$ cat config.mk
export PLATFORM = sky130hd
export DESIGN_NAME = wakeup_timer
export DESIGN_NICKNAME = d
export VERILOG_FILES = /design/src/verilog/wakeup_timer_pkg.sv /design/src/verilog/wakeup_timer.sv /design/src/verilog/source_select.sv
export VERILOG_INCLUDE_DIRS = /design/src /design/src/verilog
export SDC_FILE = /design/constraint.sdc
export NUM_CORES = 1
export LEC_CHECK = 0
export ABC_AREA = 0
export BUFFER_PORTS_ARGS = -buffer_cell sky130_fd_sc_hd__buf_4
export CAP_MARGIN = 20
export CELL_PAD_IN_SITES_DETAIL_PLACEMENT = 0
export CELL_PAD_IN_SITES_GLOBAL_PLACEMENT = 1
export CORE_ASPECT_RATIO = 0.9
export CORE_MARGIN = 3
export CORE_UTILIZATION = 40
export DETAILED_ROUTE_END_ITERATION = 8
export GPL_TIMING_DRIVEN = 0
export PLACE_DENSITY_LB_ADDON = 0.1
export SYNTH_ARGS = -nofsm -noshare
export SYNTH_HDL_FRONTEND = slang
export SYNTH_HIERARCHICAL = 1
export SYNTH_SLANG_ARGS = --single-unit
$ cat constraint.sdc
create_clock -name core_clk_in -period 2.4 [get_ports core_clk_in]
set_clock_uncertainty 0.1 [all_clocks]
set_input_delay 0.24 -clock core_clk_in [delete_from_list [all_inputs] [get_ports core_clk_in]]
set_output_delay 0.24 -clock core_clk_in [all_outputs]
set_load 0.05 [all_outputs]
$ cat src/verilog/wakeup_timer_defines.svh
// Purpose: offsets, field positions, reset values and timing counts
// Assumes: 20 MHz core clock, byte addresses on the register port
// Notes: included by bare name from every file but the package
`ifndef WAKEUP_TIMER_DEFINES_SVH
`define WAKEUP_TIMER_DEFINES_SVH

`define ADDR_CTRL 8'h00
`define ADDR_MODE 8'h04
`define ADDR_PRESET_LOW 8'h08
`define ADDR_PRESET_MID 8'h0c
`define ADDR_PRESET_HIGH 8'h10
`define ADDR_STATUS 8'h14

`define CTRL_RESET 8'h00
`define MODE_RESET 5'h00
`define PRESET_RESET 24'h000000
`define STATUS_FLAG_BIT 0

`define RATE_1024HZ 2'b00
`define RATE_64HZ 2'b01
`define RATE_1HZ 2'b10
`define RATE_1_60HZ 2'b11

`define UP_START 24'h000001
`define DOWN_LAST 24'h000001
`define PRESET_NONE 24'h000000

`define DIV_64_LAST 4'hf
`define DIV_1_LAST 10'h3ff
`define MINUTE_LAST 6'h3b

`define CLK_PERIOD_NS 50
`define RELEASE_FAST_NS 488000
`define RELEASE_SLOW_NS 7812000
`define RELEASE_FAST_CYCLES (`RELEASE_FAST_NS / `CLK_PERIOD_NS)
`define RELEASE_SLOW_CYCLES (`RELEASE_SLOW_NS / `CLK_PERIOD_NS)

`endif

$ cat src/verilog/wakeup_timer_pkg.sv
// Purpose: types shared by the wakeup timer files
// Assumes: nothing
// Notes: fields listed msb first
package wakeup_timer_pkg;

  typedef struct packed {
    logic period_irq_allow;
    logic irq_pin_select;
    logic auto_release_enable;
    logic count_direction_select;
    logic external_source_select;
    logic [1:0] source_rate_select;
    logic timer_enable;
  } ctrl_type;

  typedef struct packed {
    logic [1:0] event_pull;
    logic suspend_request;
    logic mode_condition_select;
    logic mode_condition_enable;
  } mode_type;

  typedef enum logic [1:0] {
    st_idle = 2'b00,
    st_count = 2'b01
  } run_state_type;

endpackage

$ cat src/verilog/wakeup_timer.sv
// Purpose: periodic wakeup timer with 24-bit up/down counter
// Assumes: register port on the core clock, pins need synchronising
// Notes: interrupt pins are open drain, enable low while driving
//
// Overview of operation
// - one resettable 24-bit up/down counter
// - source: four internal rates or event pin
// - auto release after 488 us or 7.812 ms, internal sources only
// - event source keeps pull, ignores filter, edge
// - direction bit: 1 up, 0 down
// - flag when passing preset or reaching zero
// - zero preset: no counting, no interrupt
// - period equals preset source periods
// - optional limit to normal or safe mode
// - counter holds outside permitted mode
// - interrupt routed to irq or freq pin
// - write zero clears flag, clear before enabling
// - writing enable one starts the counter
// - up count starts and reloads at one
// - down count starts and reloads at preset
// - suspend freezes unless mode limit is on, release resumes from value
`timescale 1ns/1ps
`include "wakeup_timer_defines.svh"

module wakeup_timer #(
  parameter logic [17:0] RELEASE_FAST_CYCLES = 18'(`RELEASE_FAST_CYCLES),
  parameter logic [17:0] RELEASE_SLOW_CYCLES = 18'(`RELEASE_SLOW_CYCLES)
) (
  input wire logic core_clk_in, // core clock, 20 MHz
  input wire logic rst_b_in, // async reset, active low
  input wire logic [7:0] addr_in, // register byte address
  input wire logic [31:0] wdata_in, // write data
  input wire logic wr_in, // write strobe
  input wire logic rd_in, // read strobe
  output logic [31:0] rdata_out, // read data, cycle after strobe
  input wire logic rate_1024hz_in, // 1024 Hz square wave pin
  input wire logic event_in, // external event pin
  input wire logic safe_mode_in, // high while in safe mode
  output logic irq_pin_out, // interrupt pin level
  output logic irq_oe_n_out, // interrupt pin enable, low drives
  output logic freq_pin_out, // frequency pin level
  output logic freq_oe_n_out, // frequency pin enable, low drives
  output logic [1:0] event_pull_out // event pin pull setting
);

  wakeup_timer_pkg::ctrl_type ctrl;
  wakeup_timer_pkg::ctrl_type next_ctrl;
  wakeup_timer_pkg::mode_type mode;
  wakeup_timer_pkg::mode_type next_mode;
  wakeup_timer_pkg::run_state_type state;
  wakeup_timer_pkg::run_state_type next_state;
  logic [23:0] preset;
  logic [23:0] next_preset;
  logic [23:0] count;
  logic [23:0] next_count;
  logic flag;
  logic next_flag;
  logic released;
  logic next_released;
  logic [17:0] rel_cnt;
  logic [17:0] next_rel_cnt;
  logic [17:0] rel_limit;
  logic [31:0] next_rdata;
  logic source_tick;
  logic safe_mode;
  logic mode_ok;
  logic count_ok;
  logic wrap;
  logic wrap_event;
  logic flag_clear;
  logic assert_req;
  logic drive;

  function automatic logic hit(input logic [7:0] a, input logic [7:0] r);
    hit = (a == r);
  endfunction

  //////////////////////////////////////////////////////////////////////
  // source clock
  source_select source_select_inst (
    .core_clk_in(core_clk_in),
    .rst_b_in(rst_b_in),
    .rate_1024hz_in(rate_1024hz_in),
    .event_in(event_in),
    .safe_mode_in(safe_mode_in),
    .external_source_select_in(ctrl.external_source_select),
    .source_rate_select_in(ctrl.source_rate_select),
    .source_tick_out(source_tick),
    .safe_mode_out(safe_mode)
  );

  //////////////////////////////////////////////////////////////////////
  // registers
  always_comb begin
    next_ctrl = ctrl;
    next_mode = mode;
    next_preset = preset;
    flag_clear = 1'b0;
    if (wr_in) begin
      if (hit(addr_in, `ADDR_CTRL)) begin
        next_ctrl = wakeup_timer_pkg::ctrl_type'(wdata_in[7:0]);
      end
      if (hit(addr_in, `ADDR_MODE)) begin
        next_mode = wakeup_timer_pkg::mode_type'(wdata_in[4:0]);
      end
      if (hit(addr_in, `ADDR_PRESET_LOW)) begin
        next_preset[7:0] = wdata_in[7:0];
      end
      if (hit(addr_in, `ADDR_PRESET_MID)) begin
        next_preset[15:8] = wdata_in[7:0];
      end
      if (hit(addr_in, `ADDR_PRESET_HIGH)) begin
        next_preset[23:16] = wdata_in[7:0];
      end
      if (hit(addr_in, `ADDR_STATUS)) begin
        flag_clear = ~wdata_in[`STATUS_FLAG_BIT];
      end
    end
    next_rdata = 32'h00000000;
    if (rd_in) begin
      case (addr_in)
        `ADDR_CTRL: next_rdata = {24'h000000, ctrl};
        `ADDR_MODE: next_rdata = {27'h0000000, mode};
        `ADDR_PRESET_LOW: next_rdata = {24'h000000, preset[7:0]};
        `ADDR_PRESET_MID: next_rdata = {24'h000000, preset[15:8]};
        `ADDR_PRESET_HIGH: next_rdata = {24'h000000, preset[23:16]};
        `ADDR_STATUS: next_rdata = {29'h00000000, drive,
                                    (state == wakeup_timer_pkg::st_count),
                                    flag};
        default: next_rdata = 32'h00000000;
      endcase
    end
  end

  always_ff @(posedge core_clk_in or negedge rst_b_in) begin
    if (!rst_b_in) begin
      ctrl <= wakeup_timer_pkg::ctrl_type'(`CTRL_RESET);
      mode <= wakeup_timer_pkg::mode_type'(`MODE_RESET);
      preset <= `PRESET_RESET;
      rdata_out <= 32'h00000000;
      event_pull_out <= 2'h0;
    end else begin
      ctrl <= next_ctrl;
      mode <= next_mode;
      preset <= next_preset;
      rdata_out <= next_rdata;
      event_pull_out <= next_mode.event_pull;
    end
  end

  //////////////////////////////////////////////////////////////////////
  // counter
  always_comb begin
    mode_ok = ~mode.mode_condition_enable |
              (mode.mode_condition_select == safe_mode);
    // suspend only counts while the mode condition is off
    count_ok = ctrl.timer_enable & (preset != `PRESET_NONE) & mode_ok &
               (mode.mode_condition_enable |
                ~mode.suspend_request);
    wrap = ctrl.count_direction_select ? (count == preset) :
           (count == `DOWN_LAST);
    wrap_event = 1'b0;
    next_state = state;
    next_count = count;
    case (state)
      wakeup_timer_pkg::st_idle: begin
        if (ctrl.timer_enable) begin
          next_state = wakeup_timer_pkg::st_count;
          next_count = ctrl.count_direction_select ? `UP_START :
                       preset;
        end
      end
      wakeup_timer_pkg::st_count: begin
        if (!ctrl.timer_enable) begin
          next_state = wakeup_timer_pkg::st_idle;
        end else if (count_ok && source_tick) begin
          if (wrap) begin
            wrap_event = 1'b1;
            next_count = ctrl.count_direction_select ? `UP_START :
                         preset;
          end else if (ctrl.count_direction_select) begin
            next_count = count + 24'h000001;
          end else begin
            next_count = count - 24'h000001;
          end
        end
      end
      default: next_state = wakeup_timer_pkg::st_idle;
    endcase
    // a new event beats a clear in the same cycle
    next_flag = wrap_event | (flag & ~flag_clear);
  end

  always_ff @(posedge core_clk_in or negedge rst_b_in) begin
    if (!rst_b_in) begin
      state <= wakeup_timer_pkg::st_idle;
      count <= 24'h000000;
      flag <= 1'b0;
    end else begin
      state <= next_state;
      count <= next_count;
      flag <= next_flag;
    end
  end

  //////////////////////////////////////////////////////////////////////
  // interrupt pin and auto release
  always_comb begin
    assert_req = flag & ctrl.period_irq_allow;
    drive = assert_req & ~released;
    rel_limit = (ctrl.source_rate_select == `RATE_1024HZ) ?
                RELEASE_FAST_CYCLES : RELEASE_SLOW_CYCLES;
    next_rel_cnt = drive ? rel_cnt + 18'h00001 : 18'h00000;
    next_released = assert_req & (released |
                    (drive & ctrl.auto_release_enable &
                     ~ctrl.external_source_select &
                     (rel_cnt == rel_limit - 18'h00001)));
  end

  always_ff @(posedge core_clk_in or negedge rst_b_in) begin
    if (!rst_b_in) begin
      rel_cnt <= 18'h00000;
      released <= 1'b0;
      irq_pin_out <= 1'b1;
      irq_oe_n_out <= 1'b1;
      freq_pin_out <= 1'b1;
      freq_oe_n_out <= 1'b1;
    end else begin
      rel_cnt <= next_rel_cnt;
      released <= next_released;
      irq_pin_out <= ~(drive & ~ctrl.irq_pin_select);
      irq_oe_n_out <= ~(drive & ~ctrl.irq_pin_select);
      freq_pin_out <= ~(drive & ctrl.irq_pin_select);
      freq_oe_n_out <= ~(drive & ctrl.irq_pin_select);
    end
  end
endmodule // wakeup_timer

$ cat src/verilog/source_select.sv
// Purpose: synchronise pins, prescale 1024 Hz, pick the source tick
// Assumes: rate and event pins are slow against the core clock
// Notes: tick output is a one-cycle pulse from a flip-flop
`timescale 1ns/1ps
`include "wakeup_timer_defines.svh"

module source_select (
  input wire logic core_clk_in, // core clock
  input wire logic rst_b_in, // async reset, active low
  input wire logic rate_1024hz_in, // 1024 Hz square wave pin
  input wire logic event_in, // external event pin
  input wire logic safe_mode_in, // high while in safe mode
  input wire logic external_source_select_in, // 1: event pin
  input wire logic [1:0] source_rate_select_in, // internal rate
  output logic source_tick_out, // one pulse per source edge
  output logic safe_mode_out // synchronised safe mode level
);

  function automatic logic rise_of(input logic prev, input logic cur);
    rise_of = cur & ~prev;
  endfunction

  logic [2:0] sync_a;
  logic [2:0] sync_b;
  logic [2:0] next_sync_a;
  logic [2:0] next_sync_b;
  logic rate_prev;
  logic event_prev;
  logic [9:0] div_cnt;
  logic [9:0] next_div_cnt;
  logic [5:0] minute_cnt;
  logic [5:0] next_minute_cnt;
  logic next_tick;
  logic tick1024;
  logic tick64;
  logic tick1;
  logic tick60;
  logic tick_ext;

  //////////////////////////////////////////////////////////////////////
  always_comb begin
    next_sync_a = {safe_mode_in, event_in, rate_1024hz_in};
    next_sync_b = sync_a;
    tick1024 = rise_of(rate_prev, sync_b[0]);
    // raw synchronised edge, no filter and no edge option here
    tick_ext = rise_of(event_prev, sync_b[1]);
    tick64 = tick1024 & (div_cnt[3:0] == `DIV_64_LAST);
    tick1 = tick1024 & (div_cnt == `DIV_1_LAST);
    tick60 = tick1 & (minute_cnt == `MINUTE_LAST);
    next_div_cnt = tick1024 ? div_cnt + 10'h001 : div_cnt;
    next_minute_cnt = minute_cnt;
    if (tick1) begin
      next_minute_cnt = tick60 ? 6'h00 : minute_cnt + 6'h01;
    end
    if (external_source_select_in) begin
      next_tick = tick_ext;
    end else begin
      case (source_rate_select_in)
        `RATE_1024HZ: next_tick = tick1024;
        `RATE_64HZ: next_tick = tick64;
        `RATE_1HZ: next_tick = tick1;
        `RATE_1_60HZ: next_tick = tick60;
        default: next_tick = 1'b0;
      endcase
    end
  end

  always_ff @(posedge core_clk_in or negedge rst_b_in) begin
    if (!rst_b_in) begin
      sync_a <= 3'h0;
      sync_b <= 3'h0;
      rate_prev <= 1'b0;
      event_prev <= 1'b0;
      div_cnt <= 10'h000;
      minute_cnt <= 6'h00;
      source_tick_out <= 1'b0;
      safe_mode_out <= 1'b0;
    end else begin
      sync_a <= next_sync_a;
      sync_b <= next_sync_b;
      rate_prev <= sync_b[0];
      event_prev <= sync_b[1];
      div_cnt <= next_div_cnt;
      minute_cnt <= next_minute_cnt;
      source_tick_out <= next_tick;
      safe_mode_out <= sync_b[2];
    end
  end

endmodule // source_select

# --- Yosys cells after proc, flatten, opt, wreduce, memory -nomap -nowiden ---
# Index checks and enable logic that the tools add are counted.
op_classes:
  n_addsub: 6
  n_eq_ne: 20
  muxes: 24
  n_bitwise: 32
  reduce_logical: 13
ops:
  columns: ["operator", "n"]
  rows:
  - ["24-bit two-way mux", 6]
  - ["24-bit one-hot mux with 2 select lines", 1]
  - ["8-bit one-hot mux with 6 select lines", 1]
  - ["18-bit two-way mux", 2]
  - ["24-bit by 1-bit adder with 24-bit output, second input constant", 1]
  - ["24-bit by 1-bit == test with 1-bit output, second input constant", 1]
  - ["24-bit == test", 1]
  - ["24-bit nonzero test", 1]
  - ["24-bit by 1-bit subtractor with 24-bit output, second input constant", 1]
  - ["18-bit by 1-bit adder with 18-bit output, second input constant", 1]
  - ["18-bit == test", 1]
  - ["18-bit by 1-bit subtractor with 18-bit output, second input constant", 1]
  - ["1-bit bitwise AND", 17]
  - ["8-bit by 4-bit == test with 1-bit output, second input constant", 2]
  - ["8-bit by 5-bit == test with 1-bit output, second input constant", 2]
  - ["2-bit AND reduction", 6]
  - ["1-bit inverter", 11]
  - ["10-bit by 1-bit adder with 10-bit output, second input constant", 1]
  - ["10-bit == test, second input constant", 1]
  - ["8-bit by 3-bit == test with 1-bit output, second input constant", 1]
  - ["8-bit zero test", 1]
  - ["1-bit two-way mux", 8]
  - ["8-bit two-way mux", 1]
  - ["6-bit by 1-bit adder with 6-bit output, second input constant", 1]
  - ["16 further kinds", 25]
totals:
  ff_bits: 143
  in_bits: 47

# --- Longest topological paths before layout ---
depth:
  word_depth: 9
  mapped_depth: 10

# --- By module ---
# Netlist, hierarchy kept.
modules_own_cells:
  columns: ["mod", "n_inst", "cells_each", "area_each_um2"]
  rows:
  - ["wakeup_timer", 1, 630, 5939.4]
  - ["source_select", 1, 94, 1097.3]

# --- Worst setup path after synthesis ---
# OpenSTA, ideal clock, no wires.
synth_timing:
  path_type: "reg-to-reg"
  from: "register state[0]"
  to: "register count[4]"
  setup_ns: 0.126
  t_arrival_ns: 2.327
  required_time_ns: 2.174
  slack_ns: -0.153
  stages_incl_launch_ff: 10
  n_path_buf: 4
  cell_sequence: "dfrtp_1 > clkbuf_1 > clkbuf_1 > inv_1 > ha_1 > or2_2 > a21o_1 > clkbuf_1 > clkbuf_1 > a221o_1"
synth_via:
  elab_chain_cells: 3
  word_cells_on_any_way: 8
  cone_classes: "4 x eq/ne; 1 x mux; 3 x reduce/logical"
synth_lines:
  columns: ["element", "line", "source"]
  rows:
  - ["from (decl)", "wakeup_timer.sv:50", "wakeup_timer_pkg::run_state_type state;"]
  - ["from (signal assigned)", "wakeup_timer.sv:196", "state <= wakeup_timer_pkg::st_idle;"]
  - ["from (signal assigned)", "wakeup_timer.sv:200", "state <= next_state;"]
  - ["2-bit by 1-bit == test with 1-bit output / 2-bit zero test (equally long branches)", "wakeup_timer.sv:165", "case (state)"]
  - ["2-bit by 1-bit != test with 1-bit output (no line) (tied with other cells)", null, null]
  - ["4-bit AND reduction (no line)", null, null]
  - ["to (signal assigned)", "wakeup_timer.sv:201", "count <= next_count;"]
  - ["to (decl)", "wakeup_timer.sv:54", "logic [23:0] count;"]
# Parallel ways exist; a longest one is shown, timed or not.
# A chain may end at the register's enable or synchronous reset.

# --- Worst setup path in the final report ---
layout_timing:
  from: "register count[8]"
  to: "register count[1]"
layout_via:
  elab_chain_cells: 6
  word_cells_on_any_way: 7
  cone_classes: "2 x eq/ne; 5 x mux"
layout_lines:
  columns: ["element", "line", "source"]
  rows:
  - ["24-bit by 1-bit == test with 1-bit output (no line) / 24-bit == test (equally long branches)", null, null]
  - ["1-bit two-way mux *", "wakeup_timer.sv:160", "wrap = ctrl.count_direction_select ? (count == preset) :"]
  - ["24-bit two-way mux *", "wakeup_timer.sv:177", "if (wrap) begin"]
  - ["24-bit two-way mux *", "wakeup_timer.sv:176", "end else if (count_ok && source_tick) begin"]
  - ["24-bit two-way mux *", "wakeup_timer.sv:174", "if (!ctrl.timer_enable) begin"]
  - ["24-bit one-hot mux with 2 select lines *", "wakeup_timer.sv:165", null]
# Every way passes the cells marked *; elsewhere a longest branch is shown, timed or not. The select of a mux whose other input is x is not followed.

==> flow_results.xml <==
<?xml version="1.0" encoding="UTF-8"?>
<metrics>
  <group name="run">
    <metric name="timing.max_cap.violations" unit="">0</metric>
  </group>
  <group name="drt">
    <metric name="vias" unit="">6371</metric>
    <metric name="drt_iter0_drc" unit="">706</metric>
    <metric name="drt-pass1-iter-count" unit="">5</metric>
    <metric name="vias_per_cell" unit="">5.83</metric>
    <metric name="drt_drc_violations_left" unit="">0</metric>
    <metric name="drt-wirelength-per-cell" unit="microns">20.6</metric>
    <metric name="postRouteWirelength" unit="microns">22500</metric>
    <metric name="ant_nets" unit="">0</metric>
  </group>
  <group name="floorplanning">
    <metric name="io_pins" unit="">85</metric>
    <metric name="initial_utilization" unit="">0.412</metric>
    <metric name="placeableCoreArea" unit="sq mm">0.0171</metric>
    <metric name="rows" unit="">45</metric>
    <metric name="die_area" unit="sq mm">0.0192</metric>
    <metric name="dieHeight" unit="microns">132</metric>
    <metric name="floorplan.die.width" unit="microns">146</metric>
  </group>
  <group name="finish">
    <metric name="post_route_cells_drive_above_1_share" unit="">0.342</metric>
    <metric name="layout.core_utilization" unit="">0.551</metric>
    <metric name="post_layout_nonfiller_instances" unit="">1092</metric>
    <metric name="n_antenna_cell" unit="">0</metric>
    <metric name="synthesis_to_finish_area_growth" unit="%">33.5</metric>
    <metric name="net_count_reported_at_finish" unit="">899</metric>
    <metric name="fillCellCount" unit="">1530</metric>
  </group>
  <group name="setup_path">
    <metric name="setup.worst_path.class" unit="">register to register</metric>
    <metric name="end_kind" unit="">register</metric>
    <metric name="timing.critical_path.max_delay_family" unit="">simple AND/OR/NAND/NOR gates</metric>
    <metric name="required_time_of_the_worst_setup_path" unit="ps">2600</metric>
    <metric name="worst_setup_start_kind" unit="">register</metric>
    <metric name="critical_path.cell_chain" unit="">buf_6 &gt; or4_4 &gt; buf_6 &gt; or4_4 &gt; nor4_4 &gt; nor4_2 &gt; a31oi_1 &gt; a31oi_1</metric>
    <metric name="worstSetupStartpoint" unit="">count[8]</metric>
    <metric name="critical-path-slowest-cell" unit="">or4_4</metric>
    <metric name="timing.rr.start" unit="">count[8]</metric>
    <metric name="worst_ep_arrival_time" unit="ps">2740</metric>
    <metric name="max_stage_delay" unit="ps">520</metric>
    <metric name="worst-path-buf-inv" unit="">2</metric>
    <metric name="critical_path_peak_fanout" unit="">6</metric>
  </group>
  <group name="clock_tree">
    <metric name="cts_max_level" unit="">4</metric>
    <metric name="tritoncts.num_buffers" unit="">17</metric>
    <metric name="root_buffer" unit="">clkbuf_16</metric>
    <metric name="worstSkewPairLatency" unit="ps">430</metric>
    <metric name="cts.reportedPaths.clkPinSlew" unit="ps">60</metric>
    <metric name="clock-sinks" unit="">118</metric>
    <metric name="ctsLongestPathBuffers" unit="">2</metric>
    <metric name="cts_tree" unit="">done</metric>
  </group>
  <group name="timing">
    <metric name="fmaxAchievable" unit="MHz">394</metric>
    <metric name="min_period_over_period" unit="">1.06</metric>
    <metric name="worst_slew_pin_slew" unit="ps">644</metric>
    <metric name="setup_ws" unit="ps">-135</metric>
    <metric name="timing.max_slew.rel_slack" unit="">0.567</metric>
    <metric name="final.min_clock_period" unit="ps">2530</metric>
    <metric name="setup-violations-final" unit="">8</metric>
    <metric name="final_report_hold_violation_count" unit="">0</metric>
    <metric name="grt_setup_unrepaired" unit="">yes</metric>
    <metric name="final_max_slew_viol_count" unit="">0</metric>
    <metric name="tns" unit="ps">-515</metric>
  </group>
  <group name="outcome">
    <metric name="status" unit="">finished with violations</metric>
    <metric name="violations" unit="">negative setup slack</metric>
  </group>
  <group name="global_route">
    <metric name="number_of_global_route_vias_before_repair" unit="">6223</metric>
    <metric name="grt_overflow" unit="">0</metric>
    <metric name="groute.usage.overall" unit="">0.230</metric>
    <metric name="maximum_number_of_pins_on_one_net_before_global_route_repair" unit="">78</metric>
    <metric name="grt_antenna_before_repair" unit="">0</metric>
    <metric name="global_route_wire_length_before_repair" unit="microns">35200</metric>
  </group>
  <group name="power_and_ir_drop">
    <metric name="ir_worst_vdd" unit="uV">509</metric>
    <metric name="cellPowerDensity" unit="mW/mm^2">897</metric>
    <metric name="power.static_leakage" unit="nW">4.08</metric>
  </group>
  <group name="logic_synthesis">
    <metric name="postSynth.asyncResetShare" unit="">1.00</metric>
    <metric name="syn_inst" unit="">724</metric>
    <metric name="ys_seq_area_frac" unit="">0.420</metric>
    <metric name="syn_area" unit="sq mm">0.00704</metric>
    <metric name="yosys_most_used_dff" unit="">dfrtp_1</metric>
    <metric name="synth-edff-count" unit="">0</metric>
    <metric name="synth_seq_cells" unit="">118</metric>
    <metric name="yosys_warnings" unit="">6</metric>
    <metric name="avgSynthCellArea" unit="sq um">9.72</metric>
    <metric name="library_cells_used_by_synthesis" unit="">77</metric>
  </group>
  <group name="hold_path">
    <metric name="worst_hold_startpoint" unit="">wr_in</metric>
    <metric name="holdCritPathClass" unit="">input pin to register</metric>
  </group>
  <group name="placement">
    <metric name="numPortBuffers" unit="">35</metric>
    <metric name="gp_congestion" unit="">0.868</metric>
    <metric name="detailedPlacementHpwl" unit="microns">15600</metric>
    <metric name="post-place-cells" unit="">1018</metric>
  </group>
</metrics>
## cells in the mapped netlist, types with 13 or more instances
master	n	area (sq um)
and2_1	14	87.6
xor2_1	34	298
mux2_2	37	417
o211ai_1	14	105
buf_4	30	225
xnor2_1	13	114
clkbuf_1	32	120
nand4_1	15	93.8
o21ai_0	15	75.1
nand2_1	74	278
nand3_1	24	120
inv_1	16	60.1
nor2_1	41	154
dfrtp_1	116	2900
nor4_1	25	156
a21oi_1	18	90.1
## state kept, by name, summed over array words and instances (netlist names)
signal                              cells
released                                1
freq_oe_n_out                           1
source_select_inst/event_prev           1
source_select_inst/sync_b               3
ctrl                                    8
count                                  24
rel_cnt                                18
state                                   1
source_select_inst/next_sync_b          3
source_select_inst/source_tick_out      1
irq_oe_n_out                            1
source_select_inst/div_cnt             10
preset                                 24
mode                                    5
source_select_inst/safe_mode_out        1
flag                                    1
source_select_inst/rate_prev            1
source_select_inst/minute_cnt           6
rdata_out                               8
## where the power goes
group / internal, mW / total, mW / switching, mW
Clock: 1.45 / 2.50 / 1.04
Combinational: 1.39 / 3.19 / 1.80
Sequential: 2.27 / 2.74 / 0.473
## stage by stage
step	setup slack [ps]	cell area, sq um	hold WS [ps]	total power, mW
floorplan	-36.6	7160	-156	4.20
global placement	-760	7720	233	4.89
detailed placement	-798	7750	95.7	4.94
CTS	-136	8950	109	8.00
global route	-211	9400	151	8.82
finish	-135	9400	142	8.43
## cell usage in the layout (no fill, tap or decap), types with 6 or more instances in the layout
cell           count
o311ai_1           7
nor3_1             8
xor2_1            33
nor2_1            40
a2111oi_2          8
nor4_1            10
clkbuf_16         19
xnor2_1           13
conb_1            24
and3_1            10
ha_1               7
a21oi_1           16
nor4_2             7
buf_4             98
buf_6             16
dlygate4sd3_1     12
or3_1              9
inv_1             15
clkbuf_1           8
o211ai_1          14
and2_1            14
dfrtp_2           10
nand3_1           22
o21ai_0           13
dfrtp_1          106
nand4_1           15
nand2_1           73
o211a_1            7
a22oi_1            6
a31oi_1           10
mux2_2            37
nor4_4             9
## cells by family (layout without fill, tap and decap cells)
| group | Yosys count | in the layout | share of synthesized area |
|---|---|---|---|
| flops | 118 | 118 | 0.420 |
| buf+inv | 93 | 203 | 0.0713 |
| other cells | 1 | 24 | 0.000533 |
| simple gates | 271 | 271 | 0.210 |
| fa+ha+maj | 8 | 8 | 0.0142 |
| mux | 41 | 41 | 0.0667 |
| compound gates | 145 | 145 | 0.159 |
| xor+xnor | 47 | 47 | 0.0585 |
## worst reg2reg max path: cells and delay by family, from the launching register on
kind | cells | cell delay, ps
compound gates | 2 | 310
buf+inv | 2 | 290
flops | 1 | 370
simple gates | 4 | 1350
## cell type report
class,count,area (sq um),share of cell area
buffer,68,616,0.0655
clock inverter,14,143,0.0152
timing repair buffer,86,728,0.0775
multi-input combinational,536,4150,0.442
tap,235,294,0.0313
sequential,118,2970,0.316
clock buffer,18,429,0.0457
inverter,17,67.6,0.00719
## layer usage
layer / routed length (microns) / global-route usage
met1: 10300 / 0.342
met2: 10100 / 0.335
met3: 1810 / 0.0481
met4: 355 / 0.0717
met5: 0 / 0
## what timing repair did
item	in CTS	in global routing
pin swaps	16	36
buffers inserted	19	18
endpoints found under the setup margin	25	57
gates cloned	0	2
resized for setup	105	86
hold endpoints to repair	75	0
hold buffers	12	0
## path summary, 6_finish.rpt
| kind | cells after the start | slack [ps] | to |
|---|---|---|---|
| max in group asynchronous | 3 | 1240 | preset[21] |
| worst max-delay path | 8 | -130 | count[1] |
| worst min-delay path | 3 | 140 | flag |
| min in group asynchronous | 2 | 210 | source_select_inst/div_cnt[5] |
| worst max register to register | 8 | -130 | count[1] |
| worst min register to register | 0 | 250 | source_select_inst/sync_b[1] |
Power figures use the tool's default switching activity.
